--- src/ssl_pkg.sv ---
// Package: register map, field layout and reset values of the sense/lamp bank
package ssl_pkg;

  // ==========================================================================
  // Register offsets (byte-wide registers, 8-bit address)
  localparam logic [7:0] SSL_OFS_CH4_VOLT   = 8'h1a;
  localparam logic [7:0] SSL_OFS_VS_HIGH    = 8'h1b;
  localparam logic [7:0] SSL_OFS_VS_LOW     = 8'h1c;
  localparam logic [7:0] SSL_OFS_OUTPUT_SWITCH_STATE   = 8'h1d;
  localparam logic [7:0] SSL_OFS_LAMP_CTL   = 8'h1e;

  // ==========================================================================
  // Field layout
  localparam int SSL_DATA_W      = 8;
  localparam int SSL_NUM_CH      = 4;
  localparam int SSL_NUM_LAMP    = 4;
  localparam int SSL_RESULT_W    = 8;
  localparam int SSL_VS_W        = 10;
  localparam int SSL_VS_LSB_W    = 2;

  // ==========================================================================
  // Reset values
  localparam logic [7:0] SSL_RST_RESULT   = 8'h00;
  localparam logic [3:0] SSL_RST_OUTPUT_SWITCH_STATE = 4'h0;
  localparam logic [3:0] SSL_RST_LAMP     = 4'h0;
  localparam logic [7:0] SSL_RDATA_UNMAP  = 8'h00;

  // ==========================================================================
  // Register selector decoded from an address
  typedef enum {
    SSL_SEL_CH4_VOLT,
    SSL_SEL_VS_HIGH,
    SSL_SEL_VS_LOW,
    SSL_SEL_OUTPUT_SWITCH_STATE,
    SSL_SEL_LAMP_CTL,
    SSL_SEL_NONE
  } ssl_sel_e;

endpackage

--- src/ssl_regs.sv ---
// Sense result, switch state and status lamp registers of a quad switch
//
// Notes on behaviour
// Channel 4 output voltage result is a read-only byte at 0x1a, reset 0.
// Upper eight supply voltage result bits read at 0x1b, reset 0.
// Lowest two supply voltage bits sit in bits 1:0 of 0x1c, rest read 0.
// Bits 3:0 of 0x1d switch channels 4..1 on when 1; bits 7:4 read 0.
// A write to 0x1d takes the state from the data byte, not frame bits.
// All switch state bits are zero after reset, every channel off.
// Bits 0..3 of 0x1e light status lamps 1..4 when 1; bits 7:4 reserved.
// The lamp control byte resets to zero, all lamps off.
// Writes to read-only results or reserved bits leave them unchanged; valid frame switch bits still apply.
`timescale 1ns/1ps

module ssl_regs
  import ssl_pkg::*;
(
  input  wire logic                    mclk_i,
  input  wire logic                    rst_i,
  // Register access from the frame decoder (same clock)
  input  wire logic                    reg_req_i,
  input  wire logic                    reg_we_i,
  input  wire logic [7:0]              reg_addr_i,
  input  wire logic [SSL_DATA_W-1:0]   reg_wdata_i,
  input  wire logic                    frame_sw_valid_i,
  input  wire logic [SSL_NUM_CH-1:0]   frame_sw_i,
  output logic      [SSL_DATA_W-1:0]   reg_rdata_o,
  output logic                         reg_rvalid_o,
  // Converter results (same clock)
  input  wire logic                    conv_ch4_load_i,
  input  wire logic [SSL_RESULT_W-1:0] conv_ch4_code_i,
  input  wire logic                    conv_vs_load_i,
  input  wire logic [SSL_VS_W-1:0]     conv_vs_code_i,
  // Outputs to the power stage and lamp drivers
  output logic      [SSL_NUM_CH-1:0]   chan_enable_o,
  output logic      [SSL_NUM_LAMP-1:0] lamp_drive_o
);

  // ==========================================================================
  // Address decoding, shared by the read and write paths
  function automatic ssl_sel_e ssl_decode(input logic [7:0] addr);
    ssl_sel_e sel;
    sel = SSL_SEL_NONE;
    case (addr)
      SSL_OFS_CH4_VOLT: sel = SSL_SEL_CH4_VOLT;
      SSL_OFS_VS_HIGH:  sel = SSL_SEL_VS_HIGH;
      SSL_OFS_VS_LOW:   sel = SSL_SEL_VS_LOW;
      SSL_OFS_OUTPUT_SWITCH_STATE: sel = SSL_SEL_OUTPUT_SWITCH_STATE;
      SSL_OFS_LAMP_CTL: sel = SSL_SEL_LAMP_CTL;
      default:          sel = SSL_SEL_NONE;
    endcase
    return sel;
  endfunction

  // ==========================================================================
  // Converter result holding registers
  logic [SSL_RESULT_W-1:0] ch4_code;
  logic [SSL_VS_W-1:0]     vs_code;

  // Channel 4 output voltage result
  ssl_result_hold #(
    .WIDTH  (SSL_RESULT_W)
  ) u_ch4_hold (
    .mclk_i (mclk_i),
    .rst_i  (rst_i),
    .load_i (conv_ch4_load_i),
    .code_i (conv_ch4_code_i),
    .code_o (ch4_code)
  );

  // Supply voltage result, all ten bits held together so both bytes match
  ssl_result_hold #(
    .WIDTH  (SSL_VS_W)
  ) u_vs_hold (
    .mclk_i (mclk_i),
    .rst_i  (rst_i),
    .load_i (conv_vs_load_i),
    .code_i (conv_vs_code_i),
    .code_o (vs_code)
  );

  // ==========================================================================
  // Block state
  typedef struct packed {
    logic [SSL_NUM_CH-1:0]   sw;
    logic [SSL_NUM_LAMP-1:0] lamp;
    logic [SSL_DATA_W-1:0]   rdata;
    logic                    rvalid;
  } ssl_state_s;

  ssl_state_s state_reg;
  ssl_state_s state_next;
  ssl_sel_e   req_sel;

  assign req_sel = ssl_decode(reg_addr_i);

  // ==========================================================================
  // Next state: writes, frame switch bits and read data
  always_comb
  begin
    state_next        = state_reg;
    state_next.rvalid = 1'b0;
    if (reg_req_i)
    begin
      // Frame switch bits apply only when this frame is not a switch write
      if (frame_sw_valid_i &&
          !(reg_we_i && req_sel == SSL_SEL_OUTPUT_SWITCH_STATE))
      begin
        state_next.sw = frame_sw_i;
      end
      if (reg_we_i)
      begin
        case (req_sel)
          SSL_SEL_OUTPUT_SWITCH_STATE:
          begin
            // Data byte only; upper bits dropped as reserved
            state_next.sw = reg_wdata_i[SSL_NUM_CH-1:0];
          end
          SSL_SEL_LAMP_CTL:
          begin
            state_next.lamp = reg_wdata_i[SSL_NUM_LAMP-1:0];
          end
          default:
          begin
            // Results and unmapped bytes ignore writes
            state_next.lamp = state_reg.lamp;
          end
        endcase
      end
      else
      begin
        state_next.rvalid = 1'b1;
        case (req_sel)
          SSL_SEL_CH4_VOLT:
          begin
            state_next.rdata = ch4_code;
          end
          SSL_SEL_VS_HIGH:
          begin
            state_next.rdata = vs_code[SSL_VS_W-1:SSL_VS_LSB_W];
          end
          SSL_SEL_VS_LOW:
          begin
            state_next.rdata = {6'h00, vs_code[SSL_VS_LSB_W-1:0]};
          end
          SSL_SEL_OUTPUT_SWITCH_STATE:
          begin
            state_next.rdata = {4'h0, state_reg.sw};
          end
          SSL_SEL_LAMP_CTL:
          begin
            state_next.rdata = {4'h0, state_reg.lamp};
          end
          default:
          begin
            state_next.rdata = SSL_RDATA_UNMAP;
          end
        endcase
      end
    end
  end

  // ==========================================================================
  // State register; everything off after reset
  always_ff @(posedge mclk_i or posedge rst_i)
  begin
    if (rst_i)
    begin
      state_reg.sw     <= SSL_RST_OUTPUT_SWITCH_STATE;
      state_reg.lamp   <= SSL_RST_LAMP;
      state_reg.rdata  <= SSL_RST_RESULT;
      state_reg.rvalid <= 1'b0;
    end
    else
    begin
      state_reg <= state_next;
    end
  end

  // Outputs come straight from the state register
  assign chan_enable_o = state_reg.sw;
  assign lamp_drive_o  = state_reg.lamp;
  assign reg_rdata_o   = state_reg.rdata;
  assign reg_rvalid_o  = state_reg.rvalid;

endmodule

--- src/ssl_result_hold.sv ---
// Holding register for one converter result, loaded by a valid strobe
`timescale 1ns/1ps

module ssl_result_hold
  import ssl_pkg::*;
#(
  parameter int WIDTH = 8
)(
  input  wire logic             mclk_i,
  input  wire logic             rst_i,
  input  wire logic             load_i,
  input  wire logic [WIDTH-1:0] code_i,
  output logic      [WIDTH-1:0] code_o
);

  typedef struct packed {
    logic [WIDTH-1:0] code;
  } ssl_hold_s;

  ssl_hold_s state_reg;
  ssl_hold_s state_next;

  // ==========================================================================
  // Next value: only a converter strobe replaces the held code
  always_comb
  begin
    state_next = state_reg;
    if (load_i)
    begin
      state_next.code = code_i;
    end
  end

  // Register; host writes never reach this module, so results stay read-only
  always_ff @(posedge mclk_i or posedge rst_i)
  begin
    if (rst_i)
    begin
      state_reg <= '0;
    end
    else
    begin
      state_reg <= state_next;
    end
  end

  assign code_o = state_reg.code;

endmodule

--- config.mk ---
export PLATFORM = sky130hd
export DESIGN_NAME = ssl_regs
export DESIGN_NICKNAME = d
export VERILOG_FILES = /design/src/ssl_pkg.sv /design/src/ssl_regs.sv /design/src/ssl_result_hold.sv
export SDC_FILE = /design/constraint.sdc
export NUM_CORES = 1
export LEC_CHECK = 0
export ABC_CLOCK_PERIOD_IN_PS = 1100
export BUFFER_PORTS_ARGS = -buffer_cell sky130_fd_sc_hd__buf_2
export CAP_MARGIN = 25
export CORE_UTILIZATION = 51
export CTS_BUF_LIST = sky130_fd_sc_hd__clkbuf_8
export DETAILED_ROUTE_END_ITERATION = 12
export PLACE_DENSITY = 0.85
export SLEW_MARGIN = 20
export SYNTH_ARGS = -nofsm -noshare
export SYNTH_HDL_FRONTEND = slang
export SYNTH_HIERARCHICAL = 1
export SYNTH_SLANG_ARGS = --single-unit
--- constraint.sdc ---
create_clock -name mclk_i -period 1.1 [get_ports mclk_i]
set_clock_uncertainty 0.05 [all_clocks]
set_input_delay 0.055 -clock mclk_i [delete_from_list [all_inputs] [get_ports mclk_i]]
set_output_delay 0.055 -clock mclk_i [all_outputs]
set_load 0.05 [all_outputs]
==> flow_summary.ini, run 1 <==
[layout]
finalNonFillerCells = 288
diodes = 0
final_area_mm2 = 0.002713
ff_latch_area_um2 = 877.1
multi_input_area_um2 = 892.1
final_common_cell = buf_2
syn_to_final_growth_pct = 56.53
final_cell_mix = buf_2 (52), dfrtp_1 (34), dlygate4sd3_1 (27)
final_util_pct = 86.72
nNetsFinal = 289
nFillCells = 144
drive_above_1_share_pct = 53.28

[sta]
min_period_ns = 1.358
drv_slew = 0
fin_crit_sh_pct = 123.5
setup_viol = 16
grt_setup_unrepaired = true
worstMarginPinSlew_ns = 0.3733
setup_ws_ns = -0.2582
slew-limit-headroom_pct = 74.77
hold_viol_final = 0
clock.fmax_mhz = 736.3

[setup_path]
cp-start-kind = input port
crit_start = reg_addr_i[5]
crit_arrival_ns = 1.48
critical_path.endpoint = chan_enable_o[1]
timing.rr.start = lamp_drive_o[1]
regToRegEndpoint = reg_rdata_o[1]
regToRegSetupSlack_ns = -0.06
crit_path_end_kind = register
reg2regPathDepth = 4
crit_fanout = 6
cp_data_required_time_ns = 1.22
criticalPathCategory = in2reg

[global_route]
grt_max_degree = 18
grt_overflow = 0
grt_pass1_wl_um = 8273
grt_pass1_vias = 1670
antenna_found_initial = 0
grt_use_total_pct = 32.91

[detailed_routing]
drc = 0
wl_per_cell_um = 19.44
ant_nets = 0
drt-initial-drc-count = 136
vias_per_cell = 5.618
vias = 1618
wl_um = 5598
drt_first_pass_iters = 4

[run_status]
outcome = complete, but fails checks
violations = setup timing

[placement]
io_buffers = 57
dp_cells = 249
placed_area_mm2 = 0.002182
gp_congestion = 0.7994
dp_hpwl_um = 3194

[clocking]
cts_tree = yes
cts_root_buf = clkbuf_8
htreeDepth = 2
clk-insertion-delay-late_ns = 0.29
path_clk_slew_ns = 0.08
cts_sinks = 35
numCtsBuffers = 5
clk_path_buf_depth = 2

[floorplanning]
die_x_um = 60.29
ios = 62
initial_core_util_pct = 55.40
dieHeight_um = 60.29
die_area_mm2 = 0.003635
rows = 20
coreArea_mm2 = 0.003128

[synthesis]
syn-instance-count = 138
synth_nets = 183
ys_types = 29
synth_seq_cells = 35
synth.cell_area_mm2 = 0.001733
yosys_warnings = 6
syn-mean-instance-area_um2 = 12.56
yosysSeqAreaShare_pct = 50.54

[run]
maxCapViolations = 0

[power_and_ir_drop]
ir_worst_vdd_mv = 1.227
p_leak_nw = 1.359
power.density_mw_per_mm2 = 1220

[min_path]
hold_path.class = in2reg
[cells in the mapped netlist]
library cell  count  area share [%]
a21oi_1           3            0.87
a221o_1           4             2.3
a22o_1            1            0.51
a2bb2oi_1         1            0.51
a32o_1            1            0.58
and2_1            1            0.36
buf_6             3             1.9
clkbuf_1          5             1.1
dfrtp_1          35              51
inv_1             6             1.3
mux2_2            4             2.6
mux2_4           18              16
mux2i_1           9             5.2
nand2_1          16             3.5
nand2b_1          2            0.72
nand3_1           1            0.29
nand3b_1          3             1.3
nor2_1            7             1.5
nor2b_1           1            0.36
nor4_4            1             1.2
nor4b_4           1             1.4
nor4bb_1          1            0.58
o2111ai_1         1            0.51
o21ai_0           7             2.0
o22ai_1           1            0.36
o2bb2ai_1         2             1.0
o311a_2           1            0.65
or3_2             1            0.43
or4b_4            1            0.79
[cell type report]
| cell class | count | share of cell area (%) |
|---|---|---|
| Clock buffer | 5 | 2.537 |
| Sequential cell | 35 | 32.33 |
| Timing Repair Buffer | 107 | 28.00 |
| Multi-Input combinational cell | 89 | 32.89 |
| Inverter | 6 | 0.8303 |
| Tap cell | 44 | 2.030 |
| Clock inverter | 2 | 1.384 |
[power by group]
part	internal, mW	leakage, nW	switching, mW
Clock	0.662	0.0502	0.474
Combinational	0.363	0.871	0.355
Sequential	1.38	0.438	0.0757
[state kept, by name, indices dropped and copies added (netlist names)]
name and count:
u_ch4_hold/code_o 8, reg_rvalid_o 1, u_vs_hold/code_o 10, chan_enable_o 4, reg_rdata_o 8, lamp_drive_o 4
[layer usage]
layer  global-route usage [%]  up-vias  wire, µm
met1                    38.92      787      2179
met3                    6.494       20       377
met2                    54.00      107      2850
met5                        0        -         0
li1                         -      704         -
met4                    21.26        0       191
[what timing repair did]
action | 4_1_cts | 5_1_grt
gates resized for setup | 10 | 17
hold buffers | 27 | 0
pin swaps | 11 | 8
setup buffers | 3 | 2
hold endpoints to repair | 61 | 0
setup endpoints to repair | 17 | 18
[critical path: stages]
cell and delay (ns):
buf_6 0.09, or4b_4 0.60, nor4b_4 0.24, buf_6 0.17, nor2_2 0.05, a221o_1 0.27
[metrics by stage]
stage / hold slack (ns) / total power, mW / TNS, ns / setup slack [ns]
4_1_cts: 0.1535 / 3.249 / -2.304 / -0.2544
3_5_place_dp: -0.01959 / 2.036 / -7.278 / -0.5879
3_3_place_gp: -0.03229 / 2.006 / -6.622 / -0.5201
2_1_floorplan: -0.1793 / 1.828 / -5.473 / -0.4537
5_1_grt: 0.1539 / 3.421 / -2.998 / -0.2784
6_report: 0.1599 / 3.309 / -2.623 / -0.2582
[how the worst min path moves through the flow]
stage                          from                   end  cells after the start
detailed placement            rst_i  u_ch4_hold/code_o[4]                      2
global route        conv_ch4_load_i  u_ch4_hold/code_o[4]                      2
CTS                 conv_ch4_load_i  u_ch4_hold/code_o[3]                      2
finish              conv_ch4_load_i  u_ch4_hold/code_o[2]                      2
floorplan                     rst_i  u_ch4_hold/code_o[0]                      1
global placement              rst_i  u_ch4_hold/code_o[4]                      2
[kinds of logic (layout without fill, tap and decap cells)]
logic type	after synthesis	in the layout	synth area share, %
multiplexers	31	31	23.39
AND/OR/NAND/NOR	36	36	12.42
flip-flops	35	35	50.54
buffers and inverters	14	120	4.332
AO/OA/AOI/OAI	22	22	9.314
(Power assumes the default switching activity.)
==> inputs of run 2 (changes only) <==
--- a/config.mk
+++ b/config.mk
@@ -5,7 +5,7 @@
 export SDC_FILE = /design/constraint.sdc
 export NUM_CORES = 1
 export LEC_CHECK = 0
-export ABC_CLOCK_PERIOD_IN_PS = 1100
+export ABC_CLOCK_PERIOD_IN_PS = 1500
 export BUFFER_PORTS_ARGS = -buffer_cell sky130_fd_sc_hd__buf_2
 export CAP_MARGIN = 25
 export CORE_UTILIZATION = 51
==> constraint.sdc (replaced) <==
create_clock -name mclk_i -period 1.5 [get_ports mclk_i]
set_clock_uncertainty 0.05 [all_clocks]
set_input_delay 0.075 -clock mclk_i [delete_from_list [all_inputs] [get_ports mclk_i]]
set_output_delay 0.075 -clock mclk_i [all_outputs]
set_load 0.05 [all_outputs]
==> flow_summary.ini, run 2 (synthesis results as in run 1) <==
[layout]
final_common_cell = buf_2
diodes = 0
largest_register_ffs = 10
nNetsFinal = 274
final_area_mm2 = 0.002452
final_util_pct = 78.40
syn_to_final_growth_pct = 41.52
final_cell_mix = buf_2 (56), dfrtp_1 (35), dlygate4sd3_1 (26)
drive_above_1_share_pct = 43.67

[sta]
worstMarginPinSlew_ns = 0.6923
slew-limit-headroom_pct = 53.79
hold_viol_final = 0
clock.fmax_mhz = 673.5
setup_ws_ns = 0.01516
fin_crit_sh_pct = 98.99
setup_viol = 0
drv_slew = 0
tns_ns = 0
min_period_ns = 1.485

[detailed_routing]
wl_um = 4776
drc = 0
drt-initial-drc-count = 87
vias_per_cell = 5.414
ant_nets = 0
wl_per_cell_um = 17.49
drt_first_pass_iters = 4
vias = 1478

[global_route]
grt_max_degree = 18
grt_pass1_vias = 1485
grt-busiest-layer = met2
grt_pass1_wl_um = 7286
grt_use_total_pct = 29.17
use_met3_pct = 9.307
grt_overflow = 0
met2_usage_pct = 46.00
met1_usage_pct = 35.15
antenna_found_initial = 0

[floorplanning]
die_area_mm2 = 0.003635
coreArea_mm2 = 0.003128
ios = 62
die_x_um = 60.29
rows = 20
initial_core_util_pct = 55.40
dieHeight_um = 60.29

[setup_path]
crit_fanout = 4
crit_family = compound AO/OA/AOI/OAI gates
slowest_delay_ns = 0.57
crit_buf_inv = 2
cp-start-kind = input port
criticalPathCategory = in2reg
crit_path_end_kind = register
crit_arrival_ns = 1.61
cp_data_required_time_ns = 1.62
path_cells = buf_6 -> or4b_4 -> buf_4 -> o311a_4 -> a221o_1
crit_path_top_delay_cell = or4b_4

[power_and_ir_drop]
p_leak_nw = 1.270
ir_worst_vdd_mv = 0.7180
power.density_mw_per_mm2 = 906.0
power.total_mw = 2.222

[placement]
placed_area_mm2 = 0.002076
gp_congestion = 0.8195
io_buffers = 57
dp_hpwl_um = 3127
preCtsSetupSlack_ns = -0.2067

[clocking]
clk_path_buf_depth = 2
cts_sinks = 35
numCtsBuffers = 5
clk-insertion-delay-late_ns = 0.29
path_clk_slew_ns = 0.07
htreeDepth = 2
cts_root_buf = clkbuf_8
cts_tree = yes

[run_status]
outcome = completed

[run]
maxCapViolations = 0

[min_path]
hold_path.class = in2reg
==> run 2: path summary, 6_finish.rpt <==
| kind | slack [ns] | cells past startpoint | end | from |
|---|---|---|---|---|
| setup reg to reg | 0.35 | 4 | reg_rdata_o[0] | lamp_drive_o[0] |
| max in group asynchronous | 0.56 | 3 | lamp_drive_o[0] | rst_i |
| hold / removal | 0.01 | 2 | chan_enable_o[1] | frame_sw_i[1] |
| min in group asynchronous | 0.25 | 3 | u_ch4_hold/code_o[2] | rst_i |
| setup / recovery | 0.02 | 5 | chan_enable_o[1] | reg_addr_i[6] |
| hold reg to reg | 0.43 | 2 | reg_rdata_o[2] | reg_rdata_o[2] |
==> run 2: stage by stage <==
stage | instances | hold slack, ns
after floorplan | 138 | -0.1593
after global placement | 237 | -0.01173
after detailed placement | 237 | 0.01174
after CTS | 269 | 0.002348
after global routing | 273 | 0.01471
final | 273 | 0.01345
==> run 2: report_power, final <==
group          switching (mW)  internal (mW)  total [mW]
Sequential             0.0545           1.01        1.07
Combinational           0.233          0.230       0.463
Clock                   0.333          0.360       0.693
Total                   0.620           1.60        2.22
==> run 2: area by class of cell <==
type | count | area, µm²
clock buffer | 6 | 82.58
clock inverter | 1 | 5.005
sequential | 35 | 875.8
multi-input combinational | 89 | 792.0
inverter | 6 | 22.52
tap | 44 | 55.05
timing repair buffer | 92 | 619.3
fill | 188 | 675.6
==> run 2: what timing repair did <==
action | in CTS | in global routing
resized for setup | 0 | 1
setup endpoints to repair | 0 | 1
hold buffers | 25 | 1
buffers inserted | 0 | 3
endpoints found under the hold margin | 58 | 1
==> run 2: layer usage <==
metal / part of all wire (%) / wire length, µm
met1: 40 / 1922
met2: 50 / 2396
met3: 5.7 / 272
met4: 3.9 / 184
met5: 0 / 0
